`config.mk`:
```
export PLATFORM = sky130hd
export DESIGN_NAME = drs_debug_run_status
export DESIGN_NICKNAME = d
export VERILOG_FILES = /design/src/design/drs_pkg.sv /design/src/design/drs_debug_run_status.sv
export SDC_FILE = /design/constraint.sdc
export NUM_CORES = 1
export LEC_CHECK = 0
export ABC_AREA = 0
export BUFFER_PORTS_ARGS = -buffer_cell sky130_fd_sc_hd__buf_2
export CAP_MARGIN = 20
export CORE_ASPECT_RATIO = 0.8
export CORE_UTILIZATION = 40
export CTS_CLUSTER_DIAMETER = 30
export DETAILED_ROUTE_END_ITERATION = 8
export HOLD_SLACK_MARGIN = 0.08
export PLACE_DENSITY = 0.74
export RECOVER_POWER = 25
export SYNTH_ARGS = -nofsm -noshare
export SYNTH_HDL_FRONTEND = slang
export SYNTH_SLANG_ARGS = --single-unit
```
`constraint.sdc`:
```
create_clock -name clock_in -period 2 [get_ports clock_in]
set_clock_uncertainty 0.15 [all_clocks]
set_input_delay 0.1 -clock clock_in [delete_from_list [all_inputs] [get_ports clock_in]]
set_output_delay 0.1 -clock clock_in [all_outputs]
set_load 0.02 [all_outputs]
```
`src/design/drs_pkg.sv`:
```
package drs_pkg;
  // ==========================================================
  // register map, byte addresses on the AXI4-Lite port
  localparam logic [3:0] DRS_STATUS_OFS = 4'h0;
  localparam logic [3:0] DRS_CONTROL_OFS = 4'h4;
  localparam int DRS_ADDR_W = 4;
  // ==========================================================
  // field positions inside the control byte
  localparam int DRS_CTL_ENABLE_BIT = 7;
  localparam int DRS_CTL_ARM_BIT = 6;
  localparam int DRS_CTL_BEGIN_BIT = 5;
  // ==========================================================
  // capture depth and reset values
  localparam logic [3:0] DRS_FIFO_DEPTH = 4'h8;
  localparam logic [7:0] DRS_STATUS_RESET = 8'h00;
  localparam logic [7:0] DRS_CONTROL_RESET = 8'h00;
  localparam logic [1:0] DRS_RESP_OKAY = 2'h0;
  localparam logic [1:0] DRS_RESP_SLVERR = 2'h2;

  typedef struct packed {
    logic comparator_a_hit_flag;
    logic comparator_b_hit_flag;
    logic armed_status_flag;
    logic reserved;
    logic [3:0] fifo_valid_count;
  } drs_status_t;

  typedef struct packed {
    logic debug_module_enable;
    logic arm;
    logic begin_trace;
  } drs_ctrl_t;
endpackage

```
`src/design/drs_debug_run_status.sv`:
```
// Local design decisions: the AXI4-Lite interface to the registers and the register offsets.
`timescale 1ns/1ps
`default_nettype none
module drs_debug_run_status
  import drs_pkg::*;
(
  // clock and reset
  input wire logic clock_in,
  input wire logic srst_in,
  // debug unit signals, same clock
  input wire logic comp_a_match_in,
  input wire logic comp_b_match_in,
  input wire logic trigger_in,
  input wire logic capture_word_in,
  input wire logic fifo_read_in,
  // run state towards the capture logic
  output logic capture_store_out,
  output logic armed_out,
  // AXI4-Lite write channels
  input wire logic [DRS_ADDR_W-1:0] s_axi_awaddr_in,
  input wire logic s_axi_awvalid_in,
  output logic s_axi_awready_out,
  input wire logic [31:0] s_axi_wdata_in,
  input wire logic [3:0] s_axi_wstrb_in,
  input wire logic s_axi_wvalid_in,
  output logic s_axi_wready_out,
  output logic [1:0] s_axi_bresp_out,
  output logic s_axi_bvalid_out,
  input wire logic s_axi_bready_in,
  // AXI4-Lite read channels
  input wire logic [DRS_ADDR_W-1:0] s_axi_araddr_in,
  input wire logic s_axi_arvalid_in,
  output logic s_axi_arready_out,
  output logic [31:0] s_axi_rdata_out,
  output logic [1:0] s_axi_rresp_out,
  output logic s_axi_rvalid_out,
  input wire logic s_axi_rready_in
);

  // ==========================================================
  // helpers
  function automatic logic is_mapped(input logic [DRS_ADDR_W-1:0] addr);
    is_mapped = (addr == DRS_STATUS_OFS) || (addr == DRS_CONTROL_OFS);
  endfunction

  // ==========================================================
  // state
  drs_ctrl_t ctrl;
  drs_status_t status;
  logic storing;
  logic aw_held;
  logic w_held;
  logic [DRS_ADDR_W-1:0] aw_addr;
  logic [31:0] w_data;
  logic [3:0] w_strb;
  // status fields, one register each so no two processes share a variable
  logic comparator_a_hit_flag;
  logic comparator_b_hit_flag;
  logic armed_status_flag;
  logic [3:0] fifo_valid_count;
  localparam drs_status_t STATUS_RST = drs_status_t'(DRS_STATUS_RESET);

  // ==========================================================
  // write channel sequencing
  logic take_aw;
  logic take_w;
  logic have_aw;
  logic have_w;
  logic do_write;
  logic next_aw_held;
  logic next_w_held;
  logic next_bvalid;
  logic [DRS_ADDR_W-1:0] wr_addr;
  logic [31:0] wr_data;
  logic [3:0] wr_strb;

  always_comb begin
    take_aw = s_axi_awvalid_in && s_axi_awready_out;
    take_w = s_axi_wvalid_in && s_axi_wready_out;
    have_aw = aw_held || take_aw;
    have_w = w_held || take_w;
    do_write = have_aw && have_w && !s_axi_bvalid_out;
    next_aw_held = have_aw && !do_write;
    next_w_held = have_w && !do_write;
    next_bvalid = do_write || (s_axi_bvalid_out && !s_axi_bready_in);
    wr_addr = aw_held ? aw_addr : s_axi_awaddr_in;
    wr_data = w_held ? w_data : s_axi_wdata_in;
    wr_strb = w_held ? w_strb : s_axi_wstrb_in;
  end

  always_ff @(posedge clock_in) begin
    if (srst_in) begin
      aw_held <= 1'b0;
      w_held <= 1'b0;
      s_axi_awready_out <= 1'b0;
      s_axi_wready_out <= 1'b0;
      s_axi_bvalid_out <= 1'b0;
    end else begin
      aw_held <= next_aw_held;
      w_held <= next_w_held;
      // a parked beat or a pending answer closes the channel, so no beat is lost
      s_axi_awready_out <= !next_aw_held && !next_bvalid;
      s_axi_wready_out <= !next_w_held && !next_bvalid;
      s_axi_bvalid_out <= next_bvalid;
    end
  end

  // address and data parked here when the two channels arrive apart
  always_ff @(posedge clock_in) begin
    if (srst_in) begin
      aw_addr <= '0;
      w_data <= 32'h0000_0000;
      w_strb <= 4'h0;
    end else begin
      if (take_aw) begin
        aw_addr <= s_axi_awaddr_in;
      end
      if (take_w) begin
        w_data <= s_axi_wdata_in;
        w_strb <= s_axi_wstrb_in;
      end
    end
  end

  always_ff @(posedge clock_in) begin
    if (srst_in) begin
      s_axi_bresp_out <= DRS_RESP_OKAY;
    end else if (do_write) begin
      // status writes are accepted with OKAY but discarded
      s_axi_bresp_out <= is_mapped(wr_addr) ? DRS_RESP_OKAY : DRS_RESP_SLVERR;
    end
  end

  // ==========================================================
  // run control
  logic ctrl_write;
  drs_ctrl_t wr_ctrl;
  logic armed_now;
  logic run_start;
  logic fifo_full;
  logic hw_end;
  logic store_word;

  always_comb begin
    ctrl_write = do_write && (wr_addr == DRS_CONTROL_OFS) && wr_strb[0];
    wr_ctrl.debug_module_enable = wr_data[DRS_CTL_ENABLE_BIT];
    wr_ctrl.arm = wr_data[DRS_CTL_ARM_BIT];
    wr_ctrl.begin_trace = wr_data[DRS_CTL_BEGIN_BIT];
    armed_now = ctrl.arm && ctrl.debug_module_enable;
    // rewriting control while armed is not a new start, so the run keeps its flags
    run_start = ctrl_write && wr_ctrl.arm && wr_ctrl.debug_module_enable && !armed_now;
    // a full FIFO ends a begin trace and blocks further stores
    fifo_full = (fifo_valid_count == DRS_FIFO_DEPTH);
    hw_end = armed_now && (ctrl.begin_trace ? fifo_full : trigger_in);
    // end trace keeps the newest words, so the count just saturates
    store_word = armed_now && capture_word_in && !fifo_full
        && (storing || !ctrl.begin_trace);
  end

  always_ff @(posedge clock_in) begin
    if (srst_in) begin
      ctrl.debug_module_enable <= DRS_CONTROL_RESET[DRS_CTL_ENABLE_BIT];
      ctrl.arm <= DRS_CONTROL_RESET[DRS_CTL_ARM_BIT];
      ctrl.begin_trace <= DRS_CONTROL_RESET[DRS_CTL_BEGIN_BIT];
    end else if (ctrl_write) begin
      // writing 0 to arm or enable ends the run at once
      ctrl <= wr_ctrl;
    end else if (hw_end) begin
      ctrl.arm <= 1'b0;
    end
  end

  always_ff @(posedge clock_in) begin
    if (srst_in) begin
      storing <= 1'b0;
    end else if (run_start || !armed_now) begin
      storing <= 1'b0;
    end else if (ctrl.begin_trace && trigger_in) begin
      storing <= 1'b1;
    end
  end

  // ==========================================================
  // status flags
  always_comb begin
    status.comparator_a_hit_flag = comparator_a_hit_flag;
    status.comparator_b_hit_flag = comparator_b_hit_flag;
    status.armed_status_flag = armed_status_flag;
    // bit 4 has no function and is tied low
    status.reserved = 1'b0;
    status.fifo_valid_count = fifo_valid_count;
  end

  // hits count only while armed and a start needs a disarmed unit, so the two never collide
  always_ff @(posedge clock_in) begin
    if (srst_in) begin
      comparator_a_hit_flag <= STATUS_RST.comparator_a_hit_flag;
    end else if (run_start) begin
      comparator_a_hit_flag <= 1'b0;
    end else if (armed_now && comp_a_match_in) begin
      comparator_a_hit_flag <= 1'b1;
    end
  end

  always_ff @(posedge clock_in) begin
    if (srst_in) begin
      comparator_b_hit_flag <= STATUS_RST.comparator_b_hit_flag;
    end else if (run_start) begin
      comparator_b_hit_flag <= 1'b0;
    end else if (armed_now && comp_b_match_in) begin
      comparator_b_hit_flag <= 1'b1;
    end
  end

  always_ff @(posedge clock_in) begin
    if (srst_in) begin
      fifo_valid_count <= STATUS_RST.fifo_valid_count;
    end else if (run_start) begin
      fifo_valid_count <= 4'h0;
    end else if (store_word) begin
      // host reads never touch the count; fifo_read_in is ignored here
      fifo_valid_count <= fifo_valid_count + 4'h1;
    end
  end

  always_ff @(posedge clock_in) begin
    if (srst_in) begin
      armed_status_flag <= STATUS_RST.armed_status_flag;
    end else begin
      // one cycle behind the control bit, matching the other registered views
      armed_status_flag <= ctrl.debug_module_enable && ctrl.arm;
    end
  end

  always_ff @(posedge clock_in) begin
    if (srst_in) begin
      armed_out <= 1'b0;
      capture_store_out <= 1'b0;
    end else begin
      armed_out <= armed_now;
      capture_store_out <= armed_now && (storing || !ctrl.begin_trace);
    end
  end

  // ==========================================================
  // read channel
  logic take_ar;
  logic next_rvalid;

  always_comb begin
    take_ar = s_axi_arvalid_in && s_axi_arready_out;
    next_rvalid = take_ar || (s_axi_rvalid_out && !s_axi_rready_in);
  end

  always_ff @(posedge clock_in) begin
    if (srst_in) begin
      s_axi_arready_out <= 1'b0;
      s_axi_rvalid_out <= 1'b0;
    end else begin
      // one read in flight: the address is refused until the data is taken
      s_axi_arready_out <= !next_rvalid;
      s_axi_rvalid_out <= next_rvalid;
    end
  end

  // data is latched at the address handshake, so it stands still while rvalid waits
  always_ff @(posedge clock_in) begin
    if (srst_in) begin
      s_axi_rdata_out <= 32'h0000_0000;
      s_axi_rresp_out <= DRS_RESP_OKAY;
    end else if (take_ar) begin
      s_axi_rresp_out <= DRS_RESP_OKAY;
      case (s_axi_araddr_in)
        DRS_STATUS_OFS: begin
          s_axi_rdata_out <= {24'h00_0000, status};
        end
        DRS_CONTROL_OFS: begin
          s_axi_rdata_out <= {24'h00_0000, ctrl, 5'h00};
        end
        default: begin
          s_axi_rdata_out <= 32'h0000_0000;
          s_axi_rresp_out <= DRS_RESP_SLVERR;
        end
      endcase
    end
  end

endmodule
`default_nettype wire

```
==> results of run 1 <==
-- flip-flops by register name, indices dropped and copies added, names as in the netlist, 3 cells and up --
name,cells
s_axi_rdata_out,7
aw_addr,4
fifo_valid_count,4
ctrl,3
w_data,3
-- per-layer routing --
layer / global-route usage [%] / share of wire [%] / vias up
met1: 21.2 / 45 / 682
met4: 5.93 / 0.48 / 0
met2: 29.2 / 48 / 54
met3: 4.82 / 6.5 / 4
li1: - / - / 754
met5: 0 / 0 / -
-- worst min-delay path, delay by kind of cell --
kind / cells / cell delay, ps
AOI/OAI and AO/OA: 1 / 60
buffers and inverters: 1 / 140
and+or+nand+nor: 2 / 190
-- final timing paths --
path | start | endpoint | slack [ps] | depth (start not counted)
worst max-delay path | srst_in | storing$_SDFFE_PP0P_ | 160 | 4
worst min-delay path | s_axi_araddr_in[2] | s_axi_rdata_out[3]$_SDFFE_PP0P_ | 100 | 4
worst max register to register | aw_held$_SDFF_PP0_ | comparator_a_hit_flag$_SDFFE_PP0P_ | 200 | 4
worst min register to register | s_axi_rdata_out[0]$_SDFFE_PP0P_ | s_axi_rdata_out[0]$_SDFFE_PP0P_ | 300 | 2
-- where the power goes --
part,total [mW],internal [mW],switching (mW)
clock network,0.542,0.275,0.267
registers,0.755,0.740,0.0150
logic,0.254,0.0993,0.155
-- cells in the mapped netlist, types with 2 or more instances --
cell	count	area share [%]
nor2b_1	3	1.1
buf_4	27	12
or3_1	2	0.73
buf_1	2	0.44
inv_1	5	1.1
dfxtp_1	36	42
o21ai_1	2	0.59
nor2_1	16	3.5
xnor2_1	3	1.5
a21oi_1	20	5.9
mux2_2	4	2.6
mux2i_1	6	3.5
nor3b_1	2	0.88
nand3_1	14	4.1
ha_1	2	1.5
clkbuf_1	3	0.66
nand2_1	20	4.4
nor3_1	14	4.1
-- kinds of logic (layout without fill, tap and decap cells) --
logic type	Yosys count	after routing
compound gates	29	29
xor+xnor	3	3
fa+ha+maj	2	2
buf+inv	38	80
flops	36	36
mux	10	10
other cells	1	27
simple gates	78	78
-- cells in the final DEF, fill, tap and decap left out, drive strengths merged, types with 3 or more instances in the layout --
master       count
dfxtp           36
nor2            16
mux2             4
nor3            14
or3              3
conb            27
inv              5
a21oi           21
xnor2            3
nand2           20
clkbuf          18
dlygate4sd3     23
buf             32
nor2b            3
nand3           14
mux2i            6
-- metrics by stage --
stage,cells,instance area (um^2),hold WS (ps)
final,320,2190,95.3
after global routing,320,2190,101
after CTS,320,2200,86.8
after detailed placement,289,1880,157
after global placement,289,1880,153
after floorplan,223,1800,64.6
-- final cells by class --
cell class / instances / area [um^2]
Fill cell: 374 / 1740
Multi-Input combinational cell: 149 / 837
Sequential cell: 36 / 721
Timing Repair Buffer: 67 / 450
Clock buffer: 6 / 82.6
Tap cell: 55 / 68.8
Inverter: 5 / 18.8
Clock inverter: 2 / 10.0
-- repair_timing --
item                                    4_1_cts  5_1_grt
endpoints found under the setup margin        0        6
hold endpoints to repair                     26        0
hold buffers                                 23        0
==> impl_metrics.tcl, run 1 <==
set metrics [dict create \
    yosysWarnings 0 \
    synthSimpleGateAreaFrac_pct 22.9 \
    root_buffer "clkbuf_8" \
    rsz0062_at_grt "no" \
    setup_viol 0 \
    die_w_um 75 \
    grt_usage_pct 17.2 \
    start_util_pct 43.4 \
    synth_top_family_by_area "simple AND/OR/NAND/NOR gates" \
    synthArstFlopShare_pct 0 \
    peakVddDrop_mv 0.295 \
    first_pass_iters 4 \
    cts.sink_count 36 \
    post-route-period-util_pct 92.1 \
    fmax_mhz 543 \
    grt_pass1_wl_um 5750 \
    synth_edf_count 0 \
    grt_max_degree 18 \
    syn-mean-instance-area_um2 8.66 \
    drive_gt1_share_pct 18.9 \
    rows 20 \
    cts_buffer_depth 2 \
    max-cap-violations 0 \
    synth_cell_types 34 \
    slew_viol_final 0 \
    crit_path_max_fanout 15 \
    vias 1494 \
    power_density_nw_per_um2 709 \
    synth_ff_type "dfxtp_1" \
    finalPower_mw 1.55 \
    cp.arrival_ps 1870 \
    worstSetupPathType "input pin to flip-flop" \
    crit_required_ps 2030 \
    worst_pin_slew_ps 702 \
    post_drt_via_cell_ratio 4.67 \
    cp-end-kind "flip-flop" \
    synth-seq-cells 36 \
    grt.overflow.total 0 \
    post-route-util_pct 55.7 \
    syn_area_um2 1710 \
    synth_compound_gate_area_share_pct 11.1 \
    cp_slowest_cell "dlygate4sd3_1" \
    startpoint_type "input pin" \
    fin_tns_setup_ps 0 \
    htreeDepth 2 \
    status "complete, no violations" \
    cts_buffers 5 \
    post_drt_wl_per_cell_um 11.7 \
    dp_slack_ps 83.6 \
    first_iter_violations 84 \
    insertedDiodeCount 0 \
    setup_slack_ps 157 \
    ctsResizeCount 0 \
    dieArea_um2 4530 \
    synthAdderAreaFrac_pct 1.47 \
    grt_pass1_vias 1326 \
    cp_num_buf_inv 3 \
    cts_tree "built" \
    boundaryPins 99 \
    routed_wl_um 3760 \
    hold_class "input pin to flip-flop" \
    die_y_um 60.4 \
    drc_errors 0 \
    core_area_um2 3930 \
    layout.nets 322 \
    max_stage_delay_ps 590 \
    synthXorXnorAreaFrac_pct 1.54 \
    synthCells 197 \
    path_common_cell "dlygate4sd3_1" \
    port_buffers 38 \
    hpwlAfterDp_um 2500 \
    ys_seq_area_share_pct 42.3 \
    antenna_found_initial 0 \
    p_leak_nw 0.884 \
    ant_nets 0 \
    period_needed_ps 1840 \
    area_delta_synth_final_pct 28.3 \
    slew_headroom_pct 53.2 \
    post_cts_buffers 0 \
    gp_congestion 0.843 \
    finalHoldViolCount 0 \
    synth.mux.area_fraction_pct 6.16 \
    crit_family "buffers and inverters" \
    cts.reportedPaths.clkPinSlew_ps 70 \
    path_cells "dlygate4sd3_1 -> clkbuf_1 -> nor3_1 -> dlygate4sd3_1" \
    clock_latency_ps 290 \
]
(Power assumes the default switching activity.)
==> run 2: changes to the inputs <==
--- a/config.mk
+++ b/config.mk
@@ -15,6 +15,7 @@
 export HOLD_SLACK_MARGIN = 0.08
 export PLACE_DENSITY = 0.74
 export RECOVER_POWER = 25
+export SLEW_MARGIN = 40
 export SYNTH_ARGS = -nofsm -noshare
 export SYNTH_HDL_FRONTEND = slang
 export SYNTH_SLANG_ARGS = --single-unit
==> constraint.sdc (replaced) <==
create_clock -name clock_in -period 1.8 [get_ports clock_in]
set_clock_uncertainty 0.15 [all_clocks]
set_input_delay 0.09 -clock clock_in [delete_from_list [all_inputs] [get_ports clock_in]]
set_output_delay 0.09 -clock clock_in [all_outputs]
set_load 0.02 [all_outputs]
==> impl_metrics.tcl, run 2 (same netlist as run 1, synthesis figures left out) <==
set metrics [dict create \
    root_buffer "clkbuf_8" \
    cts_buffers 5 \
    clock_latency_ps 290 \
    cp.arrival_ps 1780 \
    max-cap-violations 0 \
    drc_errors 0 \
    finalPower_mw 1.92 \
    slew_viol_final 0 \
    period_needed_ps 1750 \
    p_leak_nw 0.948 \
    max_stage_delay_ps 540 \
    dieArea_um2 4530 \
    boundaryPins 99 \
    drive_gt1_share_pct 22.6 \
    fmax_mhz 573 \
    insertedDiodeCount 0 \
    whs_ps 67.1 \
    grt.overflow.total 0 \
    start_util_pct 43.4 \
    p_sw_mw 0.481 \
    core_area_um2 3930 \
    rows 20 \
    regMostFlops "s_axi_rdata_out" \
    peakVddDrop_mv 0.346 \
    setup_slack_ps 54.8 \
    mostFrequentLayoutCell "dfxtp_1" \
    switching_share_pct 25.1 \
    startpoint_type "input pin" \
    layout.nets 331 \
    cts.sink_count 36 \
    post_drt_via_cell_ratio 4.59 \
    post_cts_buffers 0 \
    port_buffers 38 \
    ant_nets 0 \
    fin_tns_setup_ps 0 \
    vias 1509 \
    htreeDepth 2 \
    die_w_um 75 \
    worstSetupPathType "input pin to flip-flop" \
    gp_congestion 0.789 \
    dp_slack_ps 24.2 \
    first_iter_violations 68 \
    area_delta_synth_final_pct 35.9 \
    post_drt_wl_per_cell_um 11.3 \
    final_cell_mix "33 x dfxtp_1, 27 x conb_1, 26 x dlygate4sd3_1, 26 x buf_2" \
    grt_max_degree 21 \
    post-route-period-util_pct 97.0 \
    seqPwrFrac_pct 43.9 \
    p_comb_share_pct 15.6 \
    grt_usage_pct 17.8 \
    status "complete, no violations" \
    pwr-share-clk_pct 40.6 \
    largest_register_ffs 7 \
    grt_pass1_wl_um 5870 \
    rsz0062_at_grt "no" \
    regArea_um2 724 \
    antenna_found_initial 0 \
    path_cells "dlygate4sd3_1 -> buf_4 -> a21oi_1 -> or3_4 -> o41ai_4 -> buf_4 -> o21ai_1" \
    cts_tree "built" \
    routed_wl_um 3710 \
    crit_path_max_fanout 6 \
    setup_viol 0 \
    first_pass_iters 4 \
    power_density_nw_per_um2 828 \
    path_common_cell "buf_4" \
    finalHoldViolCount 0 \
    multi_input_area_um2 850 \
    largest_registers "s_axi_rdata_out: 7 flops, aw_addr: 4 flops, fifo_valid_count: 4 flops" \
    cp_slowest_cell "dlygate4sd3_1" \
    grt_pass1_vias 1340 \
    crit_required_ps 1840 \
    cts_buffer_depth 2 \
    hold_class "input pin to flip-flop" \
    post-route-util_pct 59.0 \
    cp-end-kind "flip-flop" \
    die_y_um 60.4 \
    hpwlAfterDp_um 2590 \
    fillers 345 \
    cts.reportedPaths.clkPinSlew_ps 70 \
    p_int_mw 1.44 \
]
-- run 2: worst max-delay path: cells and delay by family --
kind	cells	cell delay [ps]
AO/OA/AOI/OAI	3	460
buffers and inverters	3	870
AND/OR/NAND/NOR	1	360
-- run 2: worst paths after layout --
kind	start	to	slack [ps]	depth (start not counted)
max reg2reg	w_held$_SDFF_PP0_	comparator_a_hit_flag$_SDFFE_PP0P_	130	6
min reg2reg	s_axi_rdata_out[3]$_SDFFE_PP0P_	s_axi_rdata_out[3]$_SDFFE_PP0P_	300	2
min	s_axi_arvalid_in	s_axi_arready_out$_SDFF_PP0_	70	3
max	s_axi_awvalid_in	comparator_a_hit_flag$_SDFFE_PP0P_	50	7
-- run 2: stage by stage --
stage	std cells	instance area, um^2
CTS	329	2310
global placement	295	1930
finish	329	2320
detailed placement	295	1930
floorplan	223	1810
global route	329	2320
-- run 2: cell type report --
cell class | instances | share of cell area (%)
clock buffer | 7 | 4.16
tap | 55 | 2.97
multi-input combinational | 149 | 36.7
timing repair buffer | 76 | 22.8
sequential | 36 | 31.3
clock inverter | 1 | 1.30
inverter | 5 | 0.810
-- run 2: routing by layer --
| layer | vias up | part of all wire (%) | GRT usage, % |
|---|---|---|---|
| met5 | - | 0 | 0 |
| met4 | 0 | 1.5 | 7.28 |
| met2 | 45 | 46 | 28.3 |
| met1 | 690 | 47 | 23.4 |
| met3 | 5 | 5.6 | 4.49 |
| li1 | 769 | - | - |
-- run 2: power by group through the flow --
stage,Sequential [mW],Clock [mW],Combinational (mW)
3_5_place_dp,0.858,0,0.255
3_3_place_gp,0.858,0,0.251
2_1_floorplan,0.875,0,0.189
5_1_grt,0.846,0.832,0.325
4_1_cts,0.840,0.798,0.293
6_report,0.842,0.778,0.298
-- run 2: timing repair --
| action | in CTS | in global routing |
|---|---|---|
| endpoints found under the setup margin | 0 | 7 |
| hold buffers | 26 | 0 |
| hold endpoints to repair | 25 | 0 |
| gates resized for setup | 0 | 5 |
==> run 3: changes to the inputs <==
--- a/config.mk
+++ b/config.mk
@@ -11,6 +11,7 @@
 export CORE_ASPECT_RATIO = 0.8
 export CORE_UTILIZATION = 40
 export CTS_CLUSTER_DIAMETER = 30
+export CTS_CLUSTER_SIZE = 40
 export DETAILED_ROUTE_END_ITERATION = 8
 export HOLD_SLACK_MARGIN = 0.08
 export PLACE_DENSITY = 0.74
==> constraint.sdc (replaced) <==
create_clock -name clock_in -period 1.8 [get_ports clock_in]
set_clock_uncertainty 0.15 [all_clocks]
set_input_delay 0.09 -clock clock_in [delete_from_list [all_inputs] [get_ports clock_in]]
set_output_delay 0.09 -clock clock_in [all_outputs]
set_load 0.005 [all_outputs]
==> impl_metrics.tcl, run 3 (same netlist as run 1, synthesis figures left out) <==
set metrics [dict create \
    met1Wirelength_um 1670 \
    peakVddDrop_mv 0.351 \
    post-route-util_pct 56.8 \
    max_stage_delay_ps 340 \
    worstSetupPathType "flip-flop to flip-flop" \
    finalPower_mw 1.67 \
    final_cell_mix "35 x dfxtp_1, 31 x buf_2, 27 x conb_1" \
    port_buffers 38 \
    p_leak_nw 0.919 \
    multi_input_area_um2 846 \
    boundaryPins 99 \
    mostFrequentLayoutCell "dfxtp_1" \
    start_util_pct 43.4 \
    antenna_found_initial 0 \
    r2r_slack_ps 110 \
    largest_register_ffs 7 \
    grt_pass1_vias 1350 \
    layout.nets 326 \
    cts.reportedPaths.clkPinSlew_ps 70 \
    fmax_mhz 593 \
    area_delta_synth_final_pct 30.7 \
    cp_slowest_cell "dfxtp_1" \
    die_w_um 75 \
    insertedDiodeCount 0 \
    post_drt_wl_per_cell_um 11.3 \
    crit_required_ps 1830 \
    r2r-end "comparator_a_hit_flag$_SDFFE_PP0P_" \
    first_iter_violations 50 \
    worstReg2RegStart "w_held$_SDFF_PP0_" \
    dieArea_um2 4530 \
    wl_met3_um 239 \
    fillers 383 \
    clock_latency_ps 290 \
    top_layer "met4" \
    routed_wl_um 3650 \
    period_needed_ps 1690 \
    status "complete, no violations" \
    post_drt_via_cell_ratio 4.66 \
    ant_nets 0 \
    setup_viol 0 \
    met2_length_um 1680 \
    min-delay-start "s_axi_araddr_in[2]" \
    cp.arrival_ps 1720 \
    core_area_um2 3930 \
    crit_path_max_fanout 6 \
    gp_congestion 0.825 \
    hpwlAfterDp_um 2550 \
    post_cts_buffers 0 \
    grt_usage_pct 17.5 \
    path_cells "buf_4 -> mux2_2 -> nand2_1 -> o41ai_4 -> buf_4 -> o21ai_1" \
    cts.sink_count 36 \
    cts_tree "built" \
    htreeDepth 2 \
    grt_max_degree 16 \
    worstHoldPathCells 4 \
    cp-end-kind "flip-flop" \
    die_y_um 60.4 \
    first_pass_iters 4 \
    grt_pass1_wl_um 5850 \
    max-cap-violations 0 \
    reg2reg_depth 6 \
    drive_gt1_share_pct 21.9 \
    hold_end "s_axi_rdata_out[3]$_SDFFE_PP0P_" \
    vias 1510 \
    rsz0062_at_grt "no" \
    rows 20 \
    root_buffer "clkbuf_8" \
    path_common_cell "buf_4" \
    hold_class "input pin to flip-flop" \
    slew_viol_final 0 \
    post-route-period-util_pct 93.7 \
    largest_registers "s_axi_rdata_out: 7 flops, aw_addr: 4 flops, fifo_valid_count: 4 flops" \
    power_density_nw_per_um2 749 \
    startpoint_type "flip-flop" \
    regMostFlops "s_axi_rdata_out" \
    grt.overflow.total 0 \
    drc_errors 0 \
    cts_buffer_depth 2 \
    cts_buffers 5 \
    finalHoldViolCount 0 \
    regArea_um2 722 \
]
-- run 3: cell count changes in the layout (fill, tap and decap cells not counted), moves of 2 or more --
cell           previous run  this run
buf_2                    26        31
clkbuf_1                 11         9
dlygate4sd3_1            26        22
buf_4                    13        11
dfxtp_1                  33        35
dfxtp_2                   3         1
-- run 3: cell type report --
class                      instances  area share [%]
timing repair buffer              71            21.7
clock buffer                       8            4.04
tap                               55            3.09
multi-input combinational        149            37.9
sequential                        36            32.4
inverter                           5           0.842
-- run 3: power by group --
part,internal (mW),total (mW),switching [mW]
combinational,0.120,0.239,0.119
sequential,0.823,0.841,0.0185
clock,0.312,0.590,0.278
total,1.26,1.67,0.415
-- run 3: worst max path at each step --
stage / startpoint / endpoint / slack, ps
2_1_floorplan: s_axi_wready_out$_SDFF_PP0_ / comparator_a_hit_flag$_SDFFE_PP0P_ / 90
3_3_place_gp: aw_held$_SDFF_PP0_ / comparator_a_hit_flag$_SDFFE_PP0P_ / -30
3_5_place_dp: aw_held$_SDFF_PP0_ / comparator_a_hit_flag$_SDFFE_PP0P_ / -50
4_1_cts: aw_held$_SDFF_PP0_ / comparator_a_hit_flag$_SDFFE_PP0P_ / 20
5_1_grt: fifo_valid_count[1]$_SDFFE_PP0P_ / fifo_valid_count[1]$_SDFFE_PP0P_ / 30
6_report: w_held$_SDFF_PP0_ / comparator_a_hit_flag$_SDFFE_PP0P_ / 110
-- run 3: repair_timing --
item | in CTS | in global routing
setup endpoints to repair | 6 | 6
hold endpoints to repair | 17 | 0
resized for setup | 1 | 1
pin swaps | 0 | 3
hold buffers | 22 | 0
-- run 3: critical path: cells and delay by family, from the launching register on --
family	cells	cell delay (ps)
flip-flops	1	340
AO/OA/AOI/OAI	2	400
AND/OR/NAND/NOR	1	90
buffers and inverters	2	350
multiplexers	1	250
-- run 3: stage by stage --
stage	hold WS, ps	setup slack, ps	instance area [um^2]	std cells	setup TNS [ps]
final	88.1	114	2230	324	0
after global routing	125	28.6	2230	324	0
after CTS	85.4	16.6	2240	324	0
after detailed placement	150	-51.0	1920	294	-240
after global placement	148	-29.3	1920	294	-93.8
after floorplan	54.6	91.1	1800	223	0
-- run 3: layer usage --
layer  up-vias  track usage [%]
met5         -                0
met4         0             8.63
met3         5             4.65
met2        56             28.4
met1       685             21.8
li1        764                -
